$ cat src/inc/lhfm_pkg.sv
// Constants, fault bit layout and state encodings of the laser head fault monitor.
// Assumes temperatures arrive as signed 16-bit codes in units of 0.1 degC.
package lhfm_pkg;

  // Fault word width and hex answer geometry
  localparam int unsigned FAULT_W = 32;
  localparam int unsigned DIGIT_W = 4;
  localparam int unsigned DIGITS = FAULT_W / DIGIT_W;
  localparam logic [2:0] LAST_DIGIT = 3'h7;

  // Fault bit values in the fault words
  localparam logic [31:0] F_FILTER = 32'h0000_0001;
  localparam logic [31:0] F_DOUBLER = 32'h0000_0002;
  localparam logic [31:0] F_TRIPLER = 32'h0000_0004;
  localparam logic [31:0] F_ETALON = 32'h0000_0008;
  localparam logic [31:0] F_RESONATOR = 32'h0000_0010;
  localparam logic [31:0] F_HEATSINK = 32'h0000_0100;
  localparam logic [31:0] F_INTERNAL = 32'h0000_0200;
  localparam logic [31:0] F_DIODE_DRV = 32'h0001_0000;
  localparam logic [31:0] F_SHUTTER = 32'h0002_0000;
  localparam logic [31:0] F_HEAD_MEM = 32'h0100_0000;
  localparam logic [31:0] F_BOARD_MEM = 32'h0200_0000;
  localparam logic [31:0] F_WARMUP_TO = 32'h0200_0000;
  localparam logic [31:0] FAULT_RESET = 32'h0000_0000;

  // Temperature thresholds in 0.1 degC
  localparam logic signed [15:0] RESONATOR_LIMIT = 16'sh010E; // 27.0 degC
  localparam logic signed [15:0] HEATSINK_LIMIT = 16'sh0258; // 60 degC
  localparam logic signed [15:0] BASEPLATE_HOT = 16'sh0258; // 60 degC, above trips
  localparam logic signed [15:0] BASEPLATE_COOL = 16'sh012C; // 30 degC, below clears

  // Warm-up deadline
  localparam longint unsigned CLK_HZ = 64'd10_000_000;
  localparam longint unsigned WARMUP_S = 64'd120; // two minutes
  localparam longint unsigned WARMUP_CYCLES_DEF = CLK_HZ * WARMUP_S;

  // ASCII codes for hex digits
  localparam logic [7:0] ASCII_ZERO = 8'h30;
  localparam logic [7:0] ASCII_A_MINUS_10 = 8'h37;
  localparam logic [3:0] NIBBLE_NINE = 4'h9;

  // Virtual key clearing sequence states
  typedef enum logic [2:0] {
    KEY_IDLE = 3'b001,
    KEY_OFF1 = 3'b010,
    KEY_ON = 3'b100
  } lhfm_key_e;

endpackage

$ cat src/rtl/lhfm_monitor.sv
// Laser head fault monitor: live and latched fault words, hex answers,
// heat-sink and baseplate latches, key clearing sequence and start-up recall.
// Assumes a command parser that decodes host text into the strobes below.
`timescale 1ns/100ps

module lhfm_monitor
  import lhfm_pkg::*;
#(
  parameter longint unsigned WARMUP_CYCLES = WARMUP_CYCLES_DEF
) (
  // Clock and reset
  input wire logic clk_i,
  input wire logic reset_n_i,
  // Temperature codes, 0.1 degC
  input wire logic signed [15:0] resonator_temp_i,
  input wire logic signed [15:0] heatsink_temp_i,
  input wire logic signed [15:0] baseplate_temp_i,
  // Fault condition levels
  input wire logic [3:0] crystal_out_of_range_i,
  input wire logic internal_temp_bad_i,
  input wire logic diode_driver_fault_i,
  input wire logic shutter_fault_i,
  input wire logic head_mem_fault_i,
  input wire logic board_mem_fault_i,
  input wire logic baseplate_sensor_open_i,
  input wire logic baseplate_sensor_short_i,
  // Host command strobes
  input wire logic restart_cmd_i,
  input wire logic virtual_key_command_i,
  input wire logic virtual_key_alt_command_i,
  input wire logic virtual_key_value_i,
  input wire logic power_write_i,
  input wire logic [15:0] power_value_i,
  input wire logic modulation_write_i,
  input wire logic modulation_value_i,
  // Non-volatile start-up settings
  input wire logic [15:0] startup_power_i,
  input wire logic startup_modulation_store_i,
  input wire logic auto_start_setting_i,
  // Physical key
  input wire logic physical_key_i,
  // Fault queries and hex answer stream
  input wire logic live_fault_query_i,
  input wire logic latched_fault_query_i,
  output logic query_ready_o,
  output logic answer_valid_o,
  input wire logic answer_ready_i,
  output logic [7:0] answer_char_o,
  output logic answer_last_o,
  // Status outputs
  output logic [31:0] live_fault_word_o,
  output logic [31:0] latched_fault_word_o,
  output logic baseplate_fault_o,
  output logic composite_key_query_o,
  output logic warmup_done_o,
  output logic [15:0] power_setpoint_o,
  output logic modulation_state_o,
  output logic emission_enable_o
);

  // Nibble to upper-case ASCII hex digit
  function automatic logic [7:0] hex_char(input logic [3:0] nib);
    if (nib > NIBBLE_NINE) begin
      hex_char = ASCII_A_MINUS_10 + {4'h0, nib};
    end else begin
      hex_char = ASCII_ZERO + {4'h0, nib};
    end
  endfunction

  // Fault latches and warm-up state
  logic heatsink_q, heatsink_d;       // Heat-sink latch
  logic bp_fault_q, bp_fault_d;       // Baseplate latch
  logic bp_sensor_q, bp_sensor_d;     // Permanent sensor fault
  logic warm_done_q, warm_done_d;     // Crystals reached temperature
  logic timeout_q, timeout_d;         // Warm-up deadline missed
  logic [31:0] warm_cnt_q, warm_cnt_d; // Cycles since power on, held at warm-up end or deadline
  logic [31:0] latched_q, latched_d;  // Latched fault word
  logic [31:0] live_word;             // Live fault word
  logic warm_end;                     // Warm-up completes this cycle
  logic latch_on;                     // Latching active

  // Key sequence, host settings and start-up recall
  lhfm_key_e key_q, key_d;
  logic vkey_q, vkey_d;               // Virtual key state
  logic key_cmd;                      // Either virtual key command
  logic key_clear;                    // Off-on-off sequence completed
  logic init_q, init_d;               // Start-up values loaded
  logic [15:0] power_q, power_d;
  logic mod_q, mod_d;

  // Answer serializer
  logic busy_q, busy_d;
  logic [31:0] shift_q, shift_d;
  logic [2:0] cnt_q, cnt_d;
  logic [7:0] char_q, char_d;

  // Live fault word assembly; bits combine by OR
  always_comb begin
    live_word = FAULT_RESET;
    if (crystal_out_of_range_i[0]) live_word = live_word | F_FILTER;
    if (crystal_out_of_range_i[1]) live_word = live_word | F_DOUBLER;
    if (crystal_out_of_range_i[2]) live_word = live_word | F_TRIPLER;
    if (crystal_out_of_range_i[3]) live_word = live_word | F_ETALON;
    if (resonator_temp_i >= RESONATOR_LIMIT) live_word = live_word | F_RESONATOR;
    if (heatsink_q) live_word = live_word | F_HEATSINK;
    if (internal_temp_bad_i) live_word = live_word | F_INTERNAL;
    if (diode_driver_fault_i) live_word = live_word | F_DIODE_DRV;
    if (shutter_fault_i) live_word = live_word | F_SHUTTER;
    if (head_mem_fault_i) live_word = live_word | F_HEAD_MEM;
    if (board_mem_fault_i) live_word = live_word | F_BOARD_MEM;
    if (timeout_q) live_word = live_word | F_WARMUP_TO;
  end

  // Fault latches, warm-up timer and latched word next state
  always_comb begin
    // Heat-sink latch: only restart or power-on reset releases it
    heatsink_d = heatsink_q;
    if (restart_cmd_i) begin
      heatsink_d = 1'b0;
    end
    if (heatsink_temp_i >= HEATSINK_LIMIT) begin
      heatsink_d = 1'b1;
    end
    // Sensor faults stick until power is removed
    bp_sensor_d = bp_sensor_q | baseplate_sensor_open_i | baseplate_sensor_short_i;
    // Baseplate latch: trip wins over a clear in the same cycle
    bp_fault_d = bp_fault_q;
    if (key_clear && (baseplate_temp_i < BASEPLATE_COOL) && !bp_sensor_q) begin
      bp_fault_d = 1'b0;
    end
    if ((baseplate_temp_i > BASEPLATE_HOT) || bp_sensor_d) begin
      bp_fault_d = 1'b1;
    end
    // Warm-up: done once all crystals are in range
    warm_end = !warm_done_q && (crystal_out_of_range_i == 4'h0);
    warm_done_d = warm_done_q | warm_end;
    warm_cnt_d = warm_cnt_q;
    timeout_d = timeout_q;
    if (!warm_done_q) begin
      if (warm_cnt_q >= WARMUP_CYCLES[31:0] - 32'h1) begin
        // A missed deadline stays recorded until power-on reset
        timeout_d = timeout_q | !warm_end;
      end else begin
        warm_cnt_d = warm_cnt_q + 32'h1;
      end
    end
    // Latched word: starts fresh at warm-up end, also runs after a timeout
    latch_on = warm_done_q | timeout_q;
    if (warm_end) begin
      latched_d = FAULT_RESET;
    end else if (latch_on) begin
      latched_d = latched_q | live_word;
    end else begin
      latched_d = latched_q;
    end
  end

  // Virtual key, clearing sequence and setting recall next state
  always_comb begin
    key_cmd = virtual_key_command_i | virtual_key_alt_command_i;
    vkey_d = key_cmd ? virtual_key_value_i : vkey_q;
    key_d = key_q;
    key_clear = 1'b0;
    if (key_cmd) begin
      case (key_q)
        KEY_IDLE: begin
          key_d = virtual_key_value_i ? KEY_IDLE : KEY_OFF1;
        end
        KEY_OFF1: begin
          key_d = virtual_key_value_i ? KEY_ON : KEY_OFF1;
        end
        KEY_ON: begin
          // Final off completes the sequence
          key_clear = !virtual_key_value_i;
          key_d = virtual_key_value_i ? KEY_IDLE : KEY_OFF1;
        end
        default: begin
          key_d = KEY_IDLE;
        end
      endcase
    end
    // Start-up recall in the first cycle after reset, then host writes
    init_d = 1'b1;
    power_d = power_q;
    mod_d = mod_q;
    if (!init_q) begin
      power_d = startup_power_i;
      mod_d = startup_modulation_store_i | auto_start_setting_i;
    end else begin
      if (power_write_i) power_d = power_value_i;
      if (modulation_write_i) mod_d = modulation_value_i;
    end
  end

  // Hex answer serializer next state, most significant digit first
  always_comb begin
    busy_d = busy_q;
    shift_d = shift_q;
    cnt_d = cnt_q;
    char_d = char_q;
    if (!busy_q) begin
      // Word captured at the moment the query is served
      if (live_fault_query_i) begin
        busy_d = 1'b1;
        char_d = hex_char(live_word[31:28]);
        shift_d = {live_word[27:0], 4'h0};
        cnt_d = LAST_DIGIT;
      end else if (latched_fault_query_i) begin
        busy_d = 1'b1;
        char_d = hex_char(latched_q[31:28]);
        shift_d = {latched_q[27:0], 4'h0};
        cnt_d = LAST_DIGIT;
      end
    end else if (answer_ready_i) begin
      if (cnt_q == 3'h0) begin
        busy_d = 1'b0;
      end else begin
        char_d = hex_char(shift_q[31:28]);
        shift_d = {shift_q[27:0], 4'h0};
        cnt_d = cnt_q - 3'h1;
      end
    end
  end

  // State registers
  always_ff @(posedge clk_i or negedge reset_n_i) begin
    if (!reset_n_i) begin
      heatsink_q <= 1'b0;
      bp_fault_q <= 1'b0;
      bp_sensor_q <= 1'b0;
      warm_done_q <= 1'b0;
      timeout_q <= 1'b0;
      warm_cnt_q <= 32'h0;
      latched_q <= FAULT_RESET;
      key_q <= KEY_IDLE;
      vkey_q <= 1'b0;
      init_q <= 1'b0;
      power_q <= 16'h0;
      mod_q <= 1'b0;
      busy_q <= 1'b0;
      shift_q <= 32'h0;
      cnt_q <= 3'h0;
      char_q <= 8'h0;
    end else begin
      heatsink_q <= heatsink_d;
      bp_fault_q <= bp_fault_d;
      bp_sensor_q <= bp_sensor_d;
      warm_done_q <= warm_done_d;
      timeout_q <= timeout_d;
      warm_cnt_q <= warm_cnt_d;
      latched_q <= latched_d;
      key_q <= key_d;
      vkey_q <= vkey_d;
      init_q <= init_d;
      power_q <= power_d;
      mod_q <= mod_d;
      busy_q <= busy_d;
      shift_q <= shift_d;
      cnt_q <= cnt_d;
      char_q <= char_d;
    end
  end

  // Outputs
  assign query_ready_o = !busy_q;
  assign answer_valid_o = busy_q;
  assign answer_char_o = char_q;
  assign answer_last_o = busy_q && (cnt_q == 3'h0);
  assign live_fault_word_o = live_word;
  assign latched_fault_word_o = latched_q;
  assign baseplate_fault_o = bp_fault_q;
  assign composite_key_query_o = physical_key_i & vkey_q;
  assign warmup_done_o = warm_done_q;
  assign power_setpoint_o = power_q;
  assign modulation_state_o = mod_q;
  // Every fault in the live word inhibits; baseplate latch blocks turn-on
  assign emission_enable_o = physical_key_i & vkey_q & mod_q & init_q &
                             (live_word == FAULT_RESET) & !bp_fault_q;

endmodule // lhfm_monitor

$ cat config.mk
export PLATFORM = sky130hd
export DESIGN_NAME = lhfm_monitor
export DESIGN_NICKNAME = d
export VERILOG_FILES = /design/src/inc/lhfm_pkg.sv /design/src/rtl/lhfm_monitor.sv
export SDC_FILE = /design/constraint.sdc
export NUM_CORES = 1
export LEC_CHECK = 0
export ABC_AREA = 1
export BUFFER_PORTS_ARGS = -buffer_cell sky130_fd_sc_hd__buf_2
export CORE_MARGIN = 2
export CORE_UTILIZATION = 41
export DETAILED_ROUTE_END_ITERATION = 16
export MAX_ROUTING_LAYER = met4
export PLACE_DENSITY_LB_ADDON = 0.12
export SLEW_MARGIN = 20
export SYNTH_ARGS = -nofsm -noshare
export SYNTH_HDL_FRONTEND = slang
export SYNTH_SLANG_ARGS = --single-unit
$ cat constraint.sdc
create_clock -name clk_i -period 1.75 [get_ports clk_i]
set_input_delay 0.175 -clock clk_i [delete_from_list [all_inputs] [get_ports clk_i]]
set_output_delay 0.175 -clock clk_i [all_outputs]
set_load 0.02 [all_outputs]
# Word level (Yosys, flattened, before mapping)
# Index checks and enable logic that the tools add are counted.
# word_totals
word_cells,126
memories,0
regBits,135
output_inout_bits,96
mem_bits_rw,0
rom_bits,0
in_bits,106
latchBits,0
# classes
n_mul,0
bitwise,15
n_eq_ne,7
div_mod_pow,0
n_shift,0
add_sub_neg,8
n_mux,50
n_lt_le_gt_ge,8
reduce_logical,22
# op_table
operator,n
2-to-1 mux 32 bit,7
2-to-1 mux 26 bit,2
2-to-1 mux 8 bit,5
"adder 32 x 1 -> 32 bit, second input constant",1
"greater-or-equal comparator 32 x 31 -> 1 bit, second input constant",1
zero test 32 bit,1
2-to-1 mux 16 bit,2
OR 32 bit,1
"adder 6 x 4 -> 7 bit, first input constant",4
2-to-1 mux 25 bit,1
2-to-1 mux 3 bit,7
2-to-1 mux 7 bit,3
2-to-1 mux 18 bit,1
2-to-1 mux 17 bit,1
"greater-or-equal comparator 16 x 10 -> 1 bit, second input constant",1
"greater-or-equal comparator 16 x 11 -> 1 bit, second input constant",1
"> comparator 16 x 11 -> 1 bit, second input constant",1
"less-than comparator 16 x 10 -> 1 bit, second input constant",1
"adder 6 x 4 -> 7 bit, both inputs constant",2
2-to-1 mux 1 bit,14
2-to-1 mux 10 bit,1
2-to-1 mux 9 bit,1
"> comparator 4 bit, second input constant",2
"!= test 2 bit, second input constant",4
22 further kinds,45

# Longest topological paths before layout
# Gate-level depths: netlist (run 1).
# logic_depth
word_depth,15
depth_mapped,12
mapped_depth_nobuf,11

# Least setup slack after synthesis (run 1)
# OpenSTA, ideal clock, no wires.
# synth_path
kind,register to register
start,register warm_cnt_q[0]
end,register warm_cnt_q[19]
t_arrival_ns,1.597
required_time_ns,1.685
stages_incl_launch_ff,12
path_slack_ns,0.088
synth_period_minus_slack_ns,1.662
cell_sequence,dfrtp_1 ha_1 nand3_2 inv_2 nand2_2 inv_2 nand2_2 nand2_4 a21oi_4 buf_4 nand3_1 nand2_1
# synth_between
elab_chain_cells,3
elab_cells_between_ends,4
cone_classes,add/sub: 1; order compare: 1; bitwise: 1; reduce/logical: 1
# synth_rtl
item,line_no,source
from (decl),lhfm_monitor.sv:76,"logic [31:0] warm_cnt_q, warm_cnt_d;"
from (signal assigned),lhfm_monitor.sv:250,warm_cnt_q <= warm_cnt_d;
greater-or-equal comparator 32 x 31 -> 1 bit,lhfm_monitor.sv:140,if (warm_cnt_q >= WARMUP_CYCLES[31:0] - 32'h1) begin
inverter 1 bit (no source line),n/a,
AND reduction 2 bit (no source line),n/a,
# Several ways; a longest one is shown, not always the timed one.
# A chain may end at the register's enable or synchronous reset.

# Worst setup path after layout (run 1)
# layout_path
start,register warm_cnt_q[0]
end,register warm_cnt_q[1]
# Same word-level chain as after synthesis.

==> metrics.csv, run 1 <==
metric,value,unit
placed_cell_area,7240,µm²
setup_viol,0,
r2r-start,warm_cnt_q[0]$_DFFE_PN0P_,
rsz0062_at_grt,true,
peakVddDrop,492,µV
ys_seq_elements,109,
synthDistinctLibCells,38,
yosys.cell_count.top_type,nand2_1,
p_int,4540,µW
worst_ep_required_time,1.99,ns
swShare,33.8,%
port_buffers,154,
reg2reg_depth,11,
vias,5817,
report.final.slew_viol_count,0,
fp.dieH,128,µm
cts_setup_buffers,0,
die_area,16400,µm²
hpwl,12.2,mm
synthTopCellsByCount,"nand2_1 (254), dfrtp_1 (108), nor2_1 (103)",
cts_tree,built,
start_util,41.7,%
ant_nets,0,
cts_sinks,109,
num_io_pins,202,
gp_congestion,0.895,
std_cell_rows,45,
total_power,6860,µW
cts.clk_slew.worst_paths,0.08,ns
diodes,0,
drt_first_pass_iters,8,
grt_max_degree,38,
hold_ws,0.0321,ns
yosysSeqAreaShare,43.3,%
numCtsBuffers,9,
routed_wl,16.5,mm
critPathMaxFanout,14,
core,15100,µm²
startpoint_type,flop,
drcViolationCount,0,
synth_area_leaders,"dfrtp_1 (43%), nand2_1 (15%), buf_4 (6.3%)",
synthCells,850,
power.switching,2320,µW
combPwrFrac,25.2,%
areaGrowthSynthToFinish,20.9,%
synth_top_area_share,42.9,%
endpoint_kind,flop,
synth_edf_count,0,
dieWidth,128,µm
first_global_vias,5251,
grt-ovfl-total,0,
fillCellCount,1546,
hold_violations,0,
grt_antenna_before_repair,0,
slew_headroom,62.3,%
r2r_end,warm_cnt_q[1]$_DFFE_PN0P_,
syn_area,6300,µm²
leakage,0.00378,µW
synth_top_area_cell,dfrtp_1,
hold_start,startup_power_i[1],
root_buffer,clkbuf_16,
p_seq_share,45.3,%
hp-class,in2reg,
h-tree-depth,3,
tightestPinTransition,0.563,ns
fmax,605,MHz
wire_per_inst,13.6,µm
cp.arrival,1.89,ns
yosysWarningCount,0,
clk_latency,0.36,ns
fin_worst_skew,0.0104,ns
fin_crit_sh,94.4,%
final_core_util,50.5,%
hold_path_end,power_setpoint_o[1]$_DFFE_PN0P_,
drive_gt1_share,22.6,%
fin_crit,1.65,ns
worstSetupPathType,reg2reg,
fin_area,7620,µm²
clk_path_buf_depth,2,
grt_pass1_wl,26.2,mm
drt-initial-drc-count,346,
outcome,"complete, no violations",
maxCapViolCount,0,
hold_depth,3,
avgSynthCellArea,7.41,µm²
viasPerCell,4.82,
grt_util_all_layers,20.8,%
clkPwrFrac,29.5,%
powerDensity,901,nW/µm²
ys.flop_type,dfrtp_1,
fin_nets,1124,
async_flop_share,100,%
rrSetupSlack,0.1,ns
==> flip-flops by register name, summed over array words and instances (netlist names), 3 cells and up <==
signal	flops
answer_char_o	7
cnt_q	3
key_q	3
latched_fault_word_o	11
power_setpoint_o	16
shift_q	28
warm_cnt_q	32
==> worst max path at each step <==
stage,start,end,cells past startpoint
2_1_floorplan,warm_cnt_q[0]$_DFFE_PN0P_,warm_cnt_q[19]$_DFFE_PN0P_,11
3_3_place_gp,cnt_q[0]$_DFFE_PN0P_,cnt_q[1]$_DFFE_PN0P_,10
3_5_place_dp,cnt_q[0]$_DFFE_PN0P_,cnt_q[1]$_DFFE_PN0P_,10
4_1_cts,timeout_q$_DFFE_PN0P_,emission_enable_o,5
5_1_grt,warm_cnt_q[0]$_DFFE_PN0P_,warm_cnt_q[1]$_DFFE_PN0P_,11
6_report,warm_cnt_q[0]$_DFFE_PN0P_,warm_cnt_q[1]$_DFFE_PN0P_,11
==> worst max-delay path, cell delays in order (launching register included) <==
cell and delay, ns:
dfrtp_1 0.42, ha_4 0.17, nand3_2 0.09, inv_2 0.11
nand2_2 0.09, inv_2 0.08, nand2_2 0.06, nand2_4 0.08
nand2_4 0.06, buf_4 0.20, nand4_1 0.11, nand2_1 0.07
==> per-layer routing <==
layer | part of all wire [%] | vias up | GRT usage (%) | wire [µm]
li1 | - | 2956 | - | -
met1 | 49 | 2662 | 28.5 | 8080
met2 | 45 | 185 | 32.5 | 7400
met3 | 4.7 | 14 | 2.80 | 780
met4 | 1.2 | 0 | 6.27 | 196
met5 | 0 | - | - | 0
==> what timing repair did <==
action / in CTS / in global routing
hold buffers: 3 / 0
endpoints found under the setup margin: 1 / 32
endpoints found under the hold margin: 33 / 0
pin swaps: 0 / 0
resized for setup: 2 / 11
==> cells in the final DEF (no fill, tap or decap), drive strengths merged, types with 2 or more instances in the layout <==
cell type,Yosys,final
or2,2,2
dlygate4sd3,0,3
o22a,2,2
clkinv,1,5
conb,2,44
nand3,59,59
nand2,260,260
nor2,105,105
o211ai,23,23
nand3b,9,9
xnor2,5,5
nor3,10,10
o22ai,11,11
inv,84,86
a21oi,16,16
buf,67,187
ha,5,5
o32ai,4,4
dfrtp,108,108
nand4,15,15
xor2,6,6
clkbuf,13,9
o21ai,38,38
==> kinds of logic (layout without fill, tap and decap cells) <==
| family | after synthesis | in the layout | synth area share [%] |
|---|---|---|---|
| and+or+nand+nor | 462 | 462 | 31.1 |
| buffers and inverters | 165 | 291 | 13.5 |
| DFF | 109 | 109 | 43.3 |
| AOI/OAI and AO/OA | 96 | 96 | 9.38 |
| xor gates and xnor gates | 11 | 11 | 1.53 |
| adders and majority gates | 5 | 5 | 0.993 |
| other | 2 | 44 | 0.119 |
==> per-stage QoR <==
step	std cells	TNS, ns	setup slack (ns)
after global routing	1206	-0.0120	-0.00994
after CTS	1206	0	0.00952
after floorplan	892	0	0.0879
final	1206	0	0.0984
after global placement	1187	0	0.105
after detailed placement	1187	0	0.0865
==> power by group through the flow <==
stage | Clock, µW | Sequential (µW) | Combinational, µW
floorplan | 0 | 3240 | 1110
global placement | 0 | 3150 | 1690
detailed placement | 0 | 3160 | 1710
CTS | 2080 | 3110 | 1720
global route | 2180 | 3170 | 1970
finish | 2030 | 3110 | 1730
==> cell type report <==
type	instances	area [µm²]	share of cell area (%)
clock buffers	9	225	2.96
clock inverters	7	68.8	0.903
inverters	85	322	4.22
multi-input cells	618	2920	38.3
flip-flops and latches	109	2730	35.8
well taps	188	235	3.09
repair buffers	190	1120	14.7
No activity file was read; power rests on OpenSTA's default activity.
==> run 2: changes to the inputs <==
- PLACE_DENSITY: unset -> 0.75
- PLACE_DENSITY_LB_ADDON: 0.12 -> unset
- clock period: 1.75 -> 1.4 ns (I/O delays scaled with it)
==> metrics.csv, run 2 (same netlist as run 1, synthesis figures left out) <==
metric,value,unit,change
outcome,"finished, violations left",,
violations,negative setup slack,,
cts.clk_slew.worst_paths,0.07,ns,about the same
powerDensity,1140,nW/µm²,+26%
clk_latency,0.36,ns,about the same
p_seq_share,38.4,%,-6.9 points
crit_chain,nor3_2 > nor2_1 > nor2_1 > nand2_2 > buf_6 > a21oi_4 > buf_6 > nand3_1 > nand2_1,,
cp.arrival,1.93,ns,+0.04 ns
hp-class,in2reg,,
layout_commonest_cell,nand2_1,,
areaGrowthSynthToFinish,43.0,%,
hold_violations,0,,unchanged
most-common-layout-cells,"nand2_1 (221), buf_2 (149), dfrtp_1 (107), buf_4 (107), nor2_1 (88)",,
clk_path_buf_depth,2,,unchanged
endpoint_kind,flop,,
swShare,35.1,%,+1.3 points
worstSetupPathType,reg2reg,,
std_cell_rows,45,,unchanged
grt_max_degree,43,,+13%
hpwl,12.9,mm,+5.8%
rsz0062_at_grt,true,,
grt_util_all_layers,23.8,%,+3.0 points
crit_cells,9,,-2
root_buffer,clkbuf_16,,
placed_cell_area,7790,µm²,+7.6%
port_buffers,154,,unchanged
ant_nets,0,,unchanged
setup_viol,72,,+72
cts_sinks,109,,unchanged
gp_congestion,0.901,,+0.66%
maxCapViolCount,0,,unchanged
wire_per_inst,14.6,µm,+7.2%
drt_first_pass_iters,5,,-3
drt-initial-drc-count,478,,+38%
cp_slowest_cell,dfrtp_1,,
drive_gt1_share,37.9,%,+15 points
dieWidth,128,µm,unchanged
worst_ep_required_time,1.69,ns,-0.30 ns
viasPerCell,5.03,,+4.3%
cts_tree,built,,
vias,6580,,+13%
drcViolationCount,0,,unchanged
grt-ovfl-total,0,,unchanged
fin_worst_skew,0.00749,ns,-0.00288 ns
leakage,0.00443,µW,+17%
largest_register_ff_count,32,,unchanged
p_int,6660,µW,+47%
fin_area,9010,µm²,+18%
num_io_pins,202,,unchanged
critPathMaxFanout,8,,-6
first_global_vias,6385,,+22%
diodes,0,,unchanged
grt_antenna_before_repair,0,,unchanged
clkPwrFrac,24.0,%,-5.5 points
setup_slack,-0.242,ns,-0.340 ns
dp_cells,1255,,+5.7%
critPathLaunch,warm_cnt_q[29]$_DFFE_PN0P_,,
crit_family,simple AND/OR/NAND/NOR gates,,
numCtsBuffers,9,,unchanged
h-tree-depth,3,,unchanged
crit_buf_inv,2,,-1
die_area,16400,µm²,unchanged
peakVddDrop,888,µV,+80%
fin_nets,1226,,+9.1%
top_register,warm_cnt_q,,
fin_crit_sh,117,%,+23 points
report.final.slew_viol_count,0,,unchanged
combPwrFrac,37.6,%,+12 points
startpoint_type,flop,,
routed_wl,19.1,mm,+16%
core,15100,µm²,unchanged
fmax,609,MHz,+0.59%
fin_crit,1.64,ns,-0.00962 ns
crit_end,warm_cnt_q[18]$_DFFE_PN0P_,,
r2r-start,warm_cnt_q[29]$_DFFE_PN0P_,,
start_util,41.7,%,unchanged
fp.dieH,128,µm,unchanged
rrSetupSlack,-0.24,ns,-0.34 ns
reg2reg_depth,9,,-2
power.switching,3600,µW,+55%
r2r_end,warm_cnt_q[18]$_DFFE_PN0P_,,
grt_pass1_wl,30.1,mm,+15%
cpPeakStageDelay,0.42,ns,about the same
fin_cells,1308,,+8.5%
==> run 2: metrics by stage <==
stage | utilization (%) | hold WS (ns) | power [µW] | setup slack, ns | setup TNS [ns]
after detailed placement | 51.7 | 0.0847 | 6370 | -0.149 | -6.09
after CTS | 58.3 | 0.00523 | 9890 | -0.231 | -7.23
after global routing | 59.7 | 0.0136 | 10700 | -0.344 | -17.03
final | 59.7 | 0.00689 | 10300 | -0.242 | -10.85
after global placement | 51.7 | 0.0852 | 6280 | -0.119 | -4.37
after floorplan | - | -0.156 | 5490 | -0.171 | -4.35
==> run 2: area by class of cell <==
type | count | area (µm²)
Clock inverter | 6 | 43.8
Timing Repair Buffer | 292 | 2090
Fill cell | 1296 | 6080
Tap cell | 188 | 235
Sequential cell | 109 | 2730
Clock buffer | 10 | 229
Inverter | 85 | 334
Multi-Input combinational cell | 618 | 3350
==> run 2: what timing repair did <==
action,4_1_cts,5_1_grt
resized for setup,97,71
hold endpoints to repair,22,0
hold buffers,5,0
setup buffers,18,13
pin swaps,26,20
setup endpoints to repair,72,89
cloned,9,1
==> run 2: metal layers <==
metal | GRT usage (%) | up-vias | wire length (µm)
met5 | - | - | 0
met4 | 10.5 | 0 | 768
met3 | 4.34 | 61 | 1070
met2 | 40.5 | 246 | 9660
met1 | 27.5 | 3110 | 7620
li1 | - | 3163 | -
==> run 2: worst min path at each step <==
stage	startpoint	end	slack, ns	depth (start not counted)
after global placement	reset_n_i	latched_fault_word_o[4]$_DFFE_PN0P_	0.09	1
after CTS	startup_power_i[5]	power_setpoint_o[5]$_DFFE_PN0P_	0.005	3
after detailed placement	reset_n_i	answer_valid_o$_DFF_PN0_	0.08	1
after floorplan	reset_n_i	answer_char_o[0]$_DFFE_PN0P_	-0.16	0
final	startup_power_i[9]	power_setpoint_o[9]$_DFFE_PN0P_	0.007	3
after global routing	startup_power_i[10]	power_setpoint_o[10]$_DFFE_PN0P_	0.01	3
==> run 2: power by group through the flow <==
stage | registers [µW] | clock network (µW) | logic (µW)
finish | 3940 | 2460 | 3850
global route | 3990 | 2600 | 4140
CTS | 3910 | 2470 | 3520
detailed placement | 3960 | 0 | 2410
global placement | 3940 | 0 | 2340
floorplan | 4060 | 0 | 1430
==> run 2: worst reg2reg max path, cell delays in order, from the launching register on <==
cell and delay [ns]:
dfrtp_1 0.42, nor3_2 0.23, nor2_1 0.07, nor2_1 0.15
nand2_2 0.10, buf_6 0.13, a21oi_4 0.17, buf_6 0.17
nand3_1 0.07, nand2_1 0.08
==> run 3: changes to the inputs <==
- CORE_ASPECT_RATIO: unset -> 1.4
==> metrics.csv, run 3 (same netlist as run 1, synthesis figures left out) <==
metric,value,unit,change
largest_register_ff_count,32,,unchanged
fin_crit,1.70,ns,+0.0566 ns
ant_nets,0,,unchanged
hold_violations,0,,unchanged
drt_first_pass_iters,6,,+1
total_power,10700,µW,+4.1%
multiInputGateArea,3400,µm²,+1.4%
hpwl,13.3,mm,+2.7%
report.final.slew_viol_count,0,,unchanged
std_cell_rows,53,,+18%
cp.arrival,2.00,ns,+0.07 ns
fp.dieH,151,µm,+18%
critPathMaxFanout,4,,-4
top_register,warm_cnt_q,,
h-tree-depth,3,,unchanged
peakVddDrop,783,µV,-12%
dp_cells,1255,,unchanged
port_buffers,154,,unchanged
diodes,0,,unchanged
fin_area,9240,µm²,+2.6%
core,15100,µm²,-0.24%
most-common-layout-cells,"nand2_1 (231), buf_2 (150), dfrtp_1 (102), buf_4 (99), nor2_1 (91)",,
dieWidth,109,µm,-15%
viasPerCell,5.19,,+3.3%
hp-class,in2reg,,
cts_sinks,109,,unchanged
regArea,2740,µm²,+0.23%
rsz0062_at_grt,true,,
drt-initial-drc-count,561,,+17%
num_io_pins,202,,unchanged
numCtsBuffers,9,,unchanged
layout_commonest_cell,nand2_1,,
maxCapViolCount,0,,unchanged
clk_path_buf_depth,2,,unchanged
fillCellCount,1207,,-6.9%
powerDensity,1160,nW/µm²,+1.5%
grt_max_degree,31,,-28%
first_global_vias,6422,,+0.58%
start_util,41.8,%,+0.10 points
leakage,0.00451,µW,+1.9%
gp_congestion,0.919,,+2.0%
grt_antenna_before_repair,0,,unchanged
cts_tree,built,,
fin_cells,1316,,+0.61%
setup_viol,70,,-2.8%
final_core_util,61.4,%,+1.7 points
drive_gt1_share,38.5,%,+0.67 points
grt_util_all_layers,25.2,%,+1.4 points
drcViolationCount,0,,unchanged
fin_worst_skew,0.0176,ns,+0.0101 ns
grt_pass1_wl,31.0,mm,+2.7%
vias,6836,,+3.9%
startpoint_type,flop,,
die_area,16400,µm²,about the same
fmax,589,MHz,-3.3%
fin_crit_sh,121,%,+4.0 points
outcome,"finished, violations left",,
placed_cell_area,7790,µm²,unchanged
endpoint_kind,flop,,
areaGrowthSynthToFinish,46.7,%,
setup_slack,-0.299,ns,-0.0566 ns
cts.clk_slew.worst_paths,0.09,ns,+0.02 ns
worst_ep_required_time,1.70,ns,about the same
worstSetupPathType,reg2reg,,
violations,negative setup slack,,
wire_per_inst,16.2,µm,+11%
clk_latency,0.37,ns,about the same
routed_wl,21.3,mm,+11%
grt-ovfl-total,0,,unchanged
root_buffer,clkbuf_16,,
fin_nets,1230,,+0.33%
-- run 3: cell count changes in the layout (fill, tap and decap cells not counted), moves of 4 or more --
cell     previous run  this run
buf_12              7        12
buf_4             107        99
buf_6              17        21
dfrtp_1           107       102
dfrtp_2             1         6
nand2_1           221       231
nand2_2            33        21
nand3_1            51        40
nand3_2             6        16
-- run 3: cell type report --
class | instances | share of cell area [%]
flip-flops and latches | 109 | 29.6
multi-input cells | 618 | 36.8
clock inverters | 7 | 1.02
repair buffers | 296 | 23.9
well taps | 192 | 2.60
clock buffers | 9 | 2.44
inverters | 85 | 3.64
-- run 3: final timing paths --
check / start / to / slack [ns] / cells past startpoint
worst max-delay path: warm_cnt_q[0]$_DFFE_PN0P_ / warm_cnt_q[20]$_DFFE_PN0P_ / -0.30 / 13
worst min-delay path: startup_power_i[8] / power_setpoint_o[8]$_DFFE_PN0P_ / 0.0001 / 3
worst max register to register: warm_cnt_q[0]$_DFFE_PN0P_ / warm_cnt_q[20]$_DFFE_PN0P_ / -0.30 / 13
worst min register to register: shift_q[8]$_DFFE_PN0P_ / shift_q[8]$_DFFE_PN0P_ / 0.49 / 2
max in group asynchronous: reset_n_i / warm_cnt_q[10]$_DFFE_PN0P_ / 0.58 / 3
min in group asynchronous: reset_n_i / latched_fault_word_o[9]$_DFFE_PN0P_ / 0.27 / 2
-- run 3: timing repair --
item                                    CTS  global route
gates cloned                              8             1
endpoints found under the hold margin    28             0
endpoints found under the setup margin   74            73
hold buffers                              6             0
gates resized for setup                 104            80
pin swaps                                24            31
setup buffers                            26            12
-- run 3: per-stage QoR --
| stage | TNS (ns) | hold slack [ns] | worst slack [ns] |
|---|---|---|---|
| 3_3_place_gp | -4.69 | 0.125 | -0.137 |
| 2_1_floorplan | -4.35 | -0.156 | -0.171 |
| 5_1_grt | -17.29 | 0.0119 | -0.410 |
| 3_5_place_dp | -7.01 | 0.128 | -0.164 |
| 6_report | -11.26 | 0.000148 | -0.299 |
| 4_1_cts | -9.25 | 0.000821 | -0.306 |
-- run 3: layer usage --
layer	GRT usage [%]	vias up	wire length, µm
li1	-	3173	-
met1	27.4	3208	7640
met2	44.1	348	11000
met3	3.42	107	1350
met4	13.7	0	1300
met5	-	-	0
-- run 3: critical path, cell delays in order (launching register included) --
cell	delay (ns)
dfrtp_1	0.41
ha_4	0.18
nand3_4	0.08
inv_2	0.04
nand2_2	0.07
inv_2	0.06
nand2_4	0.07
nand2_4	0.07
buf_6	0.12
a21oi_4	0.14
buf_6	0.14
clkbuf_16	0.14
nand3_2	0.06
nand2_1	0.06
-- run 3: where the power goes --
part | leakage (µW) | switching, µW | internal, µW | total (µW)
registers | 0.00136 | 317 | 3670 | 3980
logic | 0.00300 | 2140 | 1840 | 3990
clock network | 0.000154 | 1400 | 1310 | 2710
